--- src/irio_pkg.sv ---
// Constants for the isolated relay and input port block.
// Assumes a byte-wide host I/O bus that decodes an eight-byte window.
package irio_pkg;

  localparam int unsigned IRIO_DATA_W = 8;
  localparam int unsigned IRIO_ADDR_W = 3;
  localparam int unsigned IRIO_CHANS = 8;
  localparam int unsigned IRIO_PORTS = 2;

  // Byte offsets inside the decoded window
  localparam logic [2:0] IRIO_A_RELAY_OFS = 3'h0;
  localparam logic [2:0] IRIO_A_INPUT_OFS = 3'h1;
  localparam logic [2:0] IRIO_A_FILT_OFS = 3'h2;
  localparam logic [2:0] IRIO_A_UNUSED_OFS = 3'h3;
  localparam logic [2:0] IRIO_B_RELAY_OFS = 3'h4;
  localparam logic [2:0] IRIO_B_INPUT_OFS = 3'h5;
  localparam logic [2:0] IRIO_B_FILT_OFS = 3'h6;
  localparam logic [2:0] IRIO_B_UNUSED_OFS = 3'h7;

  // Reset values: relays released, filters off
  localparam logic [7:0] IRIO_RELAY_RST = 8'h00;
  localparam logic [7:0] IRIO_FILT_RST = 8'h00;
  // Reads of write-only or unused offsets
  localparam logic [7:0] IRIO_READ_ZERO = 8'h00;

  // Input filter time constant
  localparam int unsigned IRIO_CLK_PERIOD_NS = 8;
  localparam int unsigned IRIO_FILT_TIME_US = 5000;
  localparam int unsigned IRIO_FILT_CYCLES =
    (IRIO_FILT_TIME_US * 1000) / IRIO_CLK_PERIOD_NS;
  localparam int unsigned IRIO_FILT_CNT_W = 20;

endpackage

--- src/irio_ports.sv ---
// Two independent eight-channel relay output and isolated input ports
// behind eight byte addresses of a host I/O bus.
// Assumes the host presents one byte access at a time, each as a
// one-cycle read or write strobe in the clk domain, never both at once.
//
// What this block does
// - Port A relay register decodes at offset 0 and port B at offset 4.
// - A written relay byte drives eight relays, a 1 energising a relay.
// - Reading a relay register returns the held byte, 1 meaning energised.
// - Energised means common to normally open, else normally closed.
// - Input registers sit at offsets 1 and 5 and ignore writes.
// - Reading an input register gives one bit per input, 1 for voltage.
// - Each input has its own switchable low-pass filter of about 5 ms.
// - Each port has a write-only filter select register, port A at 2.
// - Ports A and B work independently on own addresses and pins.
// - The block claims eight addresses of which two are unused.
// - Register bit n maps to channel n of its port.
// - Every access is a single byte, each bit one channel.
// - Input and relay readback use the same weight layout, 2**n.
// - A filter select bit of 1 enables that filter, 0 disables it.
// - After reset every input filter is disabled.
`timescale 1ns/1ps

module irio_ports #(
  parameter int unsigned FILT_CYCLES = irio_pkg::IRIO_FILT_CYCLES
) (
  input wire logic clk, // 125 MHz system clock
  input wire logic arst_n, // Asynchronous reset, active low
  input wire logic [irio_pkg::IRIO_ADDR_W-1:0] io_addr, // Byte offset
  input wire logic io_wr, // Write strobe, one cycle
  input wire logic io_rd, // Read strobe, one cycle
  input wire logic [irio_pkg::IRIO_DATA_W-1:0] io_wdata, // Write byte
  output logic [irio_pkg::IRIO_DATA_W-1:0] io_rdata, // Read byte
  output logic io_rvalid, // Read byte valid, one cycle
  output logic [irio_pkg::IRIO_CHANS-1:0] relay_out_a, // Port A relays
  output logic [irio_pkg::IRIO_CHANS-1:0] relay_out_b, // Port B relays
  input wire logic [irio_pkg::IRIO_CHANS-1:0] iso_in_a, // Port A inputs
  input wire logic [irio_pkg::IRIO_CHANS-1:0] iso_in_b // Port B inputs
);
  import irio_pkg::*;

  localparam int unsigned NCH = IRIO_CHANS * IRIO_PORTS;
  localparam logic [IRIO_FILT_CNT_W-1:0] FILT_LAST =
    IRIO_FILT_CNT_W'(FILT_CYCLES - 1);

  logic [7:0] relay_a_reg;
  logic [7:0] relay_b_reg;
  logic [7:0] filt_a_reg;
  logic [7:0] filt_b_reg;
  logic [NCH-1:0] sync1_reg;
  logic [NCH-1:0] sync2_reg;
  logic [NCH-1:0] settled_reg;
  logic [NCH-1:0] settled_next;
  logic [IRIO_FILT_CNT_W-1:0] cnt_reg [NCH];
  logic [IRIO_FILT_CNT_W-1:0] cnt_next [NCH];
  logic [NCH-1:0] cnt_done;
  logic [7:0] rdata_reg;
  logic rvalid_reg;

  // Address decode
  wire wr_relay_a = io_wr && (io_addr == IRIO_A_RELAY_OFS);
  wire wr_relay_b = io_wr && (io_addr == IRIO_B_RELAY_OFS);
  wire wr_filt_a = io_wr && (io_addr == IRIO_A_FILT_OFS);
  wire wr_filt_b = io_wr && (io_addr == IRIO_B_FILT_OFS);

  // Per-channel view: raw synced level, or filtered level when enabled
  wire [NCH-1:0] filt_en = {filt_b_reg, filt_a_reg};
  wire [NCH-1:0] in_view = (filt_en & settled_reg) |
                           (~filt_en & sync2_reg);
  wire [7:0] in_view_a = in_view[7:0];
  wire [7:0] in_view_b = in_view[15:8];

  // Read selection; write-only and unused offsets read as zero
  wire [7:0] rd_mux =
    (io_addr == IRIO_A_RELAY_OFS) ? relay_a_reg :
    (io_addr == IRIO_A_INPUT_OFS) ? in_view_a :
    (io_addr == IRIO_B_RELAY_OFS) ? relay_b_reg :
    (io_addr == IRIO_B_INPUT_OFS) ? in_view_b :
    IRIO_READ_ZERO;

  // Relay drive: a set bit energises the coil, pulling common onto the
  // normally open contact; a clear bit lets it fall back to closed.
  assign relay_out_a = relay_a_reg;
  assign relay_out_b = relay_b_reg;
  assign io_rdata = rdata_reg;
  assign io_rvalid = rvalid_reg;

  // Relay registers; writes to input offsets touch nothing
  always_ff @(posedge clk or negedge arst_n) begin
    if (!arst_n) begin
      relay_a_reg <= IRIO_RELAY_RST;
      relay_b_reg <= IRIO_RELAY_RST;
    end else begin
      if (wr_relay_a) relay_a_reg <= io_wdata;
      if (wr_relay_b) relay_b_reg <= io_wdata;
    end
  end

  // Filter select registers, write-only
  always_ff @(posedge clk or negedge arst_n) begin
    if (!arst_n) begin
      filt_a_reg <= IRIO_FILT_RST;
      filt_b_reg <= IRIO_FILT_RST;
    end else begin
      if (wr_filt_a) filt_a_reg <= io_wdata;
      if (wr_filt_b) filt_b_reg <= io_wdata;
    end
  end

  // Isolated inputs come from optocouplers, so two flops first
  always_ff @(posedge clk or negedge arst_n) begin
    if (!arst_n) begin
      sync1_reg <= '0;
      sync2_reg <= '0;
    end else begin
      sync1_reg <= {iso_in_b, iso_in_a};
      sync2_reg <= sync1_reg;
    end
  end

  // Filter: a channel's settled level follows the input only after the
  // input has differed from it for the whole time constant. Runs even when
  // disabled so that enabling a filter never shows a stale level for long.
  always_comb begin
    settled_next = settled_reg;
    for (int i = 0; i < NCH; i++) begin
      cnt_done[i] = (cnt_reg[i] == FILT_LAST);
      if (sync2_reg[i] == settled_reg[i]) begin
        cnt_next[i] = '0;
      end else if (cnt_done[i]) begin
        cnt_next[i] = '0;
        settled_next[i] = sync2_reg[i];
      end else begin
        cnt_next[i] = cnt_reg[i] + 1'b1;
      end
    end
  end

  always_ff @(posedge clk or negedge arst_n) begin
    if (!arst_n) begin
      settled_reg <= '0;
      for (int i = 0; i < NCH; i++) cnt_reg[i] <= '0;
    end else begin
      settled_reg <= settled_next;
      for (int i = 0; i < NCH; i++) cnt_reg[i] <= cnt_next[i];
    end
  end

  // Read data registered; answer one cycle after the strobe
  always_ff @(posedge clk or negedge arst_n) begin
    if (!arst_n) begin
      rdata_reg <= IRIO_READ_ZERO;
      rvalid_reg <= 1'b0;
    end else begin
      rvalid_reg <= io_rd;
      if (io_rd) rdata_reg <= rd_mux;
    end
  end
endmodule

--- config.mk ---
export PLATFORM = sky130hd
export DESIGN_NAME = irio_ports
export DESIGN_NICKNAME = d
export VERILOG_FILES = /design/src/irio_pkg.sv /design/src/irio_ports.sv
export SDC_FILE = /design/constraint.sdc
export NUM_CORES = 1
export LEC_CHECK = 0
export BUFFER_PORTS_ARGS = -buffer_cell sky130_fd_sc_hd__buf_2
export CAP_MARGIN = 10
export CELL_PAD_IN_SITES_DETAIL_PLACEMENT = 0
export CELL_PAD_IN_SITES_GLOBAL_PLACEMENT = 1
export CORE_AREA = 4 4 248 190
export CTS_CLUSTER_SIZE = 10
export DETAILED_ROUTE_END_ITERATION = 16
export DIE_AREA = 0 0 252 194
export HOLD_SLACK_MARGIN = 0.15
export MAX_ROUTING_LAYER = met4
export PLACE_DENSITY_LB_ADDON = 0.1
export SYNTH_ARGS = -nofsm -noshare
export SYNTH_HDL_FRONTEND = slang
export SYNTH_SLANG_ARGS = --single-unit
--- constraint.sdc ---
create_clock -name clk -period 2.3 [get_ports clk]
set_input_delay 0.23 -clock clk [delete_from_list [all_inputs] [get_ports clk]]
set_output_delay 0.23 -clock clk [all_outputs]
set_load 0.02 [all_outputs]
# After elaboration in Yosys (flattened, before gate mapping)

Cells that the tools add are included.

Word-level logic and storage cells: 170
Flip-flop bits (word level): 409
Bits of input ports: 31

Reduce and logical (&&, ||, !) cells: 21
Mux-type cells: 36
Bitwise operators: 20
$add $sub $neg: 16
Equality and inequality tests: 37

Operators with widths:

| operator                                      | number |
|---|---|
| two-way mux 20 bit                            | 32 |
| adder 20 x 1 -> 20 bit, second input constant | 16 |
| == test 20 bit, second input constant         | 16 |
| bitwise AND 16 bit                            | 2 |
| two-way mux 8 bit                             | 4 |
| AND reduction 2 bit                           | 16 |
| == test 1 bit                                 | 16 |
| NOT 1 bit                                     | 16 |
| NOT 16 bit                                    | 1 |
| OR 16 bit                                     | 1 |
| == test 3 bit, second input constant          | 3 |
| logical AND 1 bit                             | 4 |
| == test 3 x 1 -> 1 bit, second input constant | 1 |
| == test 3 x 2 -> 1 bit, second input constant | 1 |
| logical NOT 3 bit                             | 1 |

# Longest topological paths before layout

Gate-level depths: netlist (run 1).

Depth in word-level cells: 7
Gate-level depth with buffers: 6

# Least setup slack after synthesis (run 1)

OpenSTA, ideal clock, no wires.

Path kind: register -> register
Start point: reg cnt_reg[44] in the netlist's numbering
End point: reg settled_reg[13]
Slack: 354 ps
Library setup time: 127 ps
Data required time: 2173 ps
Cell stages (with the launch flop): 5
Data arrival time: 1819 ps
Cells stage by stage: dfrtp_1 -> or4b_1 -> or4_1 -> nor2_1 -> mux2_1

Cells in the longest elaborated chain, start to end: 2

Ends and longest elaborated chain:

| what                          | line              | source |
|---|---|---|
| start, declared               | irio_ports.sv:54  | `logic [IRIO_FILT_CNT_W-1:0] cnt_reg [NCH];` |
| == test 20 bit                | irio_ports.sv:127 | `cnt_done[i] = (cnt_reg[i] == FILT_LAST);` |
| AND reduction 2 bit (no line) | -                 |  |
| end signal, assigned          | irio_ports.sv:144 | `settled_reg <= settled_next;` |
| end, declared                 | irio_ports.sv:52  | `logic [NCH-1:0] settled_reg;` |

Every way passes these cells.
A chain may end at the register's enable or synchronous reset.

==> results of run 1 <==
## metal layers
| layer | wire length [um] | vias to the layer above | GRT usage, % |
|---|---|---|---|
| met3 | 2360 | 66 | 4.00 |
| met2 | 18400 | 239 | 25.7 |
| li1 | - | 7203 | - |
| met1 | 22600 | 7161 | 28.6 |
| met4 | 981 | 0 | 4.60 |
| met5 | 0 | - | - |
## layout by cell type (no fill, tap or decap), drive strengths merged, types with 4 or more instances in the layout
master	instances
mux2	48
nor4	55
nand4	98
nor3	48
o31ai	14
nor3b	4
mux2i	18
nor4bb	12
or4b	5
clkbuf	57
nor4b	18
nand3	102
nand4b	15
and3	33
and4	28
buf	105
a31o	5
nor2b	8
dfrtp	409
or4	31
o21ai	70
ha	32
or3	51
dlygate4sd3	26
inv	48
xnor2	139
and2	11
nor2	283
xor2	92
nand2	104
a21o	8
a21oi	94
o41ai	4
## power groups by stage
stage	logic (uW)	clock network, uW	registers [uW]
after global routing	1160	7120	7700
after floorplan	436	0	7830
after detailed placement	1020	0	7790
final	1030	6550	7670
after global placement	1010	0	7790
after CTS	1060	6810	7670
## cell families after synthesis
group	Yosys count	synth area share [%]
compound gates	198	5.68
xor+xnor	231	10.2
fa+ha+maj	32	2.01
buf+inv	104	2.08
flops	409	51.5
mux	66	3.62
simple gates	915	25.0
## final timing paths
check	depth (start not counted)	slack, ns	from	end
min in group clk	4	0.28	io_addr[2]	io_rdata[4]
hold / removal	2	0.24	arst_n	cnt_reg[155]
setup / recovery	5	0.18	cnt_reg[44]	cnt_reg[51]
max in group asynchronous	3	1.29	arst_n	cnt_reg[186]
setup reg to reg	5	0.18	cnt_reg[44]	cnt_reg[51]
hold reg to reg	0	0.34	sync1_reg[7]	sync2_reg[7]
## critical path, cell delays in order, from the launching register on
cell and delay, ns:
dfrtp_1 0.45, or4b_1 0.52, or4_1 0.52, o21ai_1 0.19, buf_4 0.24, nor2_1 0.08
## per-stage QoR
step                      std cells  utilization [%]  power [uW]
after floorplan                1955                -        8260
after global placement         2589             47.6        8800
after detailed placement       2589             47.6        8810
after CTS                      2674             51.1       15500
after global routing           2676             51.1       16000
final                          2676             51.1       15300
## area by class of cell
cell class	instances	area (sq um)	share of cell area [%]
antenna	2	5.00	0.0220
clock buffer	57	1250	5.53
clock inverter	2	25.0	0.110
inverter	47	176	0.777
multi-input combinational	1442	9270	40.8
sequential	409	10200	45.1
tap	586	733	3.23
timing repair buffer	131	1010	4.44
==> metrics.yaml, run 1 <==
status: "finished, final reports clean"
yosysMostFrequentCell: "dfrtp_1"
worst_slew_pin_slew_ns: 0.676
grt.total_usage_pct: 18.8
cp_max_fo: 15
hp-class: "input pin to async pin"
clkPwrFrac_pct: 42.9
netlist.area_leader.share_pct: 51.5
synth.largest_area_cell: "dfrtp_1"
port_buffers: 55
die_w_um: 252
via_per_inst: 5.48
wire_per_inst_um: 16.6
vdd_drop_max_mv: 0.567
critPathRequiredTime_ns: 2.74
seqPwrFrac_pct: 50.3
max_cap_violations: 0
setup_tns_ns: 0
power_density_mw_per_mm2: 672
grt_overflow: 0
drt_pre_antenna_iters: 5
dp.final_hpwl_mm: 30.7
finalCritPeriodShare_pct: 92.2
synth.ff_latch_count: 409
power_switching_share_pct: 23.8
fin_ws_ns: 0.179
synth_cell_type_count: 56
nFillCells: 4000
postPlaceCellArea_sq_mm: 0.0212
drive_above_1_share_pct: 11.4
whs_ns: 0.237
area_growth_pct: 14.2
coreArea_sq_mm: 0.0444
synth_warnings: 0
syn_inst: 1955
cts_buffers: 47
dr_total_vias: 14700
synth_commonest_cells: "dfrtp_1, nor2_1, xnor2_1"
path_class: "flip-flop to flip-flop"
die-area_sq_mm: 0.0489
drt_wl_total_mm: 44.3
synth_edf_count: 0
clk_path_buf_depth: 3
place_ws_ns: 0.194
clock_latency_ns: 0.57
largest_reg_flops: 320
finalHoldViolations: 0
post_cts_resized: 0
netlist_area_sq_mm: 0.0199
drt_iter0_drc: 846
yosysSeqAreaShare_pct: 51.5
antenna_found_initial: 2
cts_tree: "yes"
start_kind: "flip-flop"
p_leak_uw: 0.00934
final.setup_skew_ns: 0.0263
pwr-share-comb_pct: 6.8
async_flop_share_pct: 100
arrival_ns: 2.56
first_global_vias: 14300
fin_area_sq_mm: 0.0227
synth_area_per_cell_sq_um: 10.2
gp_congestion: 0.812
finalSetupViolCount: 0
p_sw_uw: 3630
rows: 67
internal-power_uw: 11600
synth_area_leaders: "dfrtp_1, xnor2_1, nor2_1"
die_y_um: 194
start_util_pct: 44.8
cts_root_buffer: "clkbuf_16"
end_kind: "flip-flop"
grt_max_degree: 65
max-slew-margin-rel_pct: 54.7
fmax_ghz: 0.472
dominantRegCellSynth: "dfrtp_1"
drc: 0
cts_setup_buffers: 0
path_clk_slew_ns: 0.06
postCtsHoldBufs: 26
ant_nets: 0
cts.htree.levels: 2
syn_nets: 2018
grt_pass1_wl_mm: 75.3
slew_viol_final: 0
grt_setup_unrepaired: "false"
cts_sinks: 409
ioPinCount: 56
fin_nets: 2141
fin_crit_ns: 2.12
(Power assumes the default switching activity.)
==> run 2: changes to the inputs <==
--- a/config.mk
+++ b/config.mk
@@ -7,7 +7,7 @@
 export LEC_CHECK = 0
 export BUFFER_PORTS_ARGS = -buffer_cell sky130_fd_sc_hd__buf_2
 export CAP_MARGIN = 10
-export CELL_PAD_IN_SITES_DETAIL_PLACEMENT = 0
+export CELL_PAD_IN_SITES_DETAIL_PLACEMENT = 1
 export CELL_PAD_IN_SITES_GLOBAL_PLACEMENT = 1
 export CORE_AREA = 4 4 248 190
 export CTS_CLUSTER_SIZE = 10
==> metrics.yaml, run 2 (synthesis results as in run 1) <==
final.setup_skew_ns: 0.0202  # -0.00613 ns
port_buffers: 55  # unchanged
cts_buffers: 48  # +2.1%
end_kind: "flip-flop"
drive_above_1_share_pct: 11.4  # +0.068 points
cp_max_fo: 15  # unchanged
postCtsHoldBufs: 26  # unchanged
first_global_vias: 15900  # +11%
dr_total_vias: 15100  # +3.0%
cts_setup_buffers: 0  # unchanged
worst_slew_pin_slew_ns: 0.715  # +0.0387 ns
p_leak_uw: 0.00936  # +0.24%
path_clk_slew_ns: 0.06  # about the same
cts_sinks: 409  # unchanged
fin_crit_ns: 2.11  # -0.00670 ns
fmax_ghz: 0.473  # +0.32%
internal-power_uw: 11800  # +1.3%
largest_reg_flops: 320  # unchanged
seqPwrFrac_pct: 49.4  # -0.9 points
clock_latency_ns: 0.57  # about the same
status: "finished, final reports clean"
clkPwrFrac_pct: 43.8  # +0.9 points
die-area_sq_mm: 0.0489  # unchanged
rows: 67  # unchanged
power_density_mw_per_mm2: 683  # +1.7%
area_growth_pct: 14.4
start_util_pct: 44.8  # unchanged
cts.htree.levels: 2  # unchanged
power_switching_share_pct: 24.3  # +0.48 points
dpl.cell_count: 2589  # unchanged
p_sw_uw: 3770  # +4.0%
fin_cells: 2682  # +0.22%
vdd_drop_max_mv: 0.621  # +9.5%
dp.final_hpwl_mm: 34.7  # +13%
finalCritPeriodShare_pct: 91.9  # -0.29 points
ioPinCount: 56  # unchanged
hp-class: "input pin to async pin"
cts_root_buffer: "clkbuf_16"
post_cts_resized: 0  # unchanged
grt_setup_unrepaired: "false"
grt_max_degree: 65  # unchanged
finalSetupViolCount: 0  # unchanged
fin_nets: 2142  # +0.047%
grt_overflow: 0  # unchanged
arrival_ns: 2.56  # about the same
drt_pre_antenna_iters: 4  # -1
final_cell_mix: "dfrtp_1, nor2_1, xnor2_1"
critPathRequiredTime_ns: 2.75  # about the same
path_class: "flip-flop to flip-flop"
finish.utilization_pct: 51.2  # +0.10 points
finalHoldViolations: 0  # unchanged
start_kind: "flip-flop"
die_y_um: 194  # unchanged
via_per_inst: 5.63  # +2.7%
grt_pass1_wl_mm: 84.1  # +12%
cts_tree: "yes"
drc: 0  # unchanged
slew_viol_final: 0  # unchanged
die_w_um: 252  # unchanged
grt.total_usage_pct: 21.2  # +2.3 points
layout_commonest_cell: "dfrtp_1"
drt_iter0_drc: 898  # +6.1%
ant_nets: 0  # unchanged
whs_ns: 0.218  # -0.0189 ns
nFillCells: 4887  # +22%
wire_per_inst_um: 18.5  # +12%
pwr-share-comb_pct: 6.8  # about the same
reg2reg_depth: 5  # unchanged
coreArea_sq_mm: 0.0444  # unchanged
antenna_found_initial: 3  # +1
gp_congestion: 0.812  # unchanged
clk_path_buf_depth: 3  # unchanged
max-slew-margin-rel_pct: 52.1  # -2.6 points
max_cap_violations: 0  # unchanged
setup_tns_ns: 0  # unchanged
drt_wl_total_mm: 49.7  # +12%
run 2: worst max-delay path, stage by stage (launching register included):
cell and delay [ns]:
dfrtp_1 0.45, or4b_1 0.52, or4_1 0.52, o21ai_1 0.19, buf_4 0.24, nor2_1 0.08
run 2: routing by layer:
metal	part of all wire, %	global-route usage, %	vias to the layer above
li1	-	-	7202
met3	4.0	4.10	79
met5	0	-	-
met2	44	30.9	157
met4	2.3	5.39	0
met1	50	30.6	7664
run 2: cell type report:
type,count,area (sq um),share of cell area (%)
sequential,409,10200,45.0
clock inverter,1,5.00,0.0220
antenna,3,7.51,0.0330
clock buffer,63,1320,5.80
tap,586,733,3.22
inverter,47,176,0.775
multi-input combinational,1442,9270,40.7
timing repair buffer,131,1010,4.43
run 2: through the flow:
stage	worst slack (ns)	area, sq um	power (uW)
after floorplan	0.354	19900	8260
after global placement	0.233	21200	8800
after detailed placement	0.183	21200	8840
after CTS	0.170	22700	15800
after global routing	0.0396	22800	16200
final	0.186	22800	15500
run 2: final timing paths:
path / from / endpoint / slack [ns]
max: cnt_reg[44] / cnt_reg[45] / 0.19
min: arst_n / cnt_reg[155] / 0.22
max reg2reg: cnt_reg[44] / cnt_reg[45] / 0.19
min reg2reg: sync1_reg[13] / sync2_reg[13] / 0.34
max in group asynchronous: arst_n / sync1_reg[6] / 1.28
min in group clk: io_addr[2] / io_rdata[4] / 0.28
run 2: power by group through the flow:
stage                     Sequential [uW]  Combinational, uW  Clock, uW
after floorplan                      7830                436          0
after global placement               7790               1010          0
after detailed placement             7800               1040          0
after CTS                            7680               1080       7030
after global routing                 7710               1170       7350
final                                7680               1050       6820
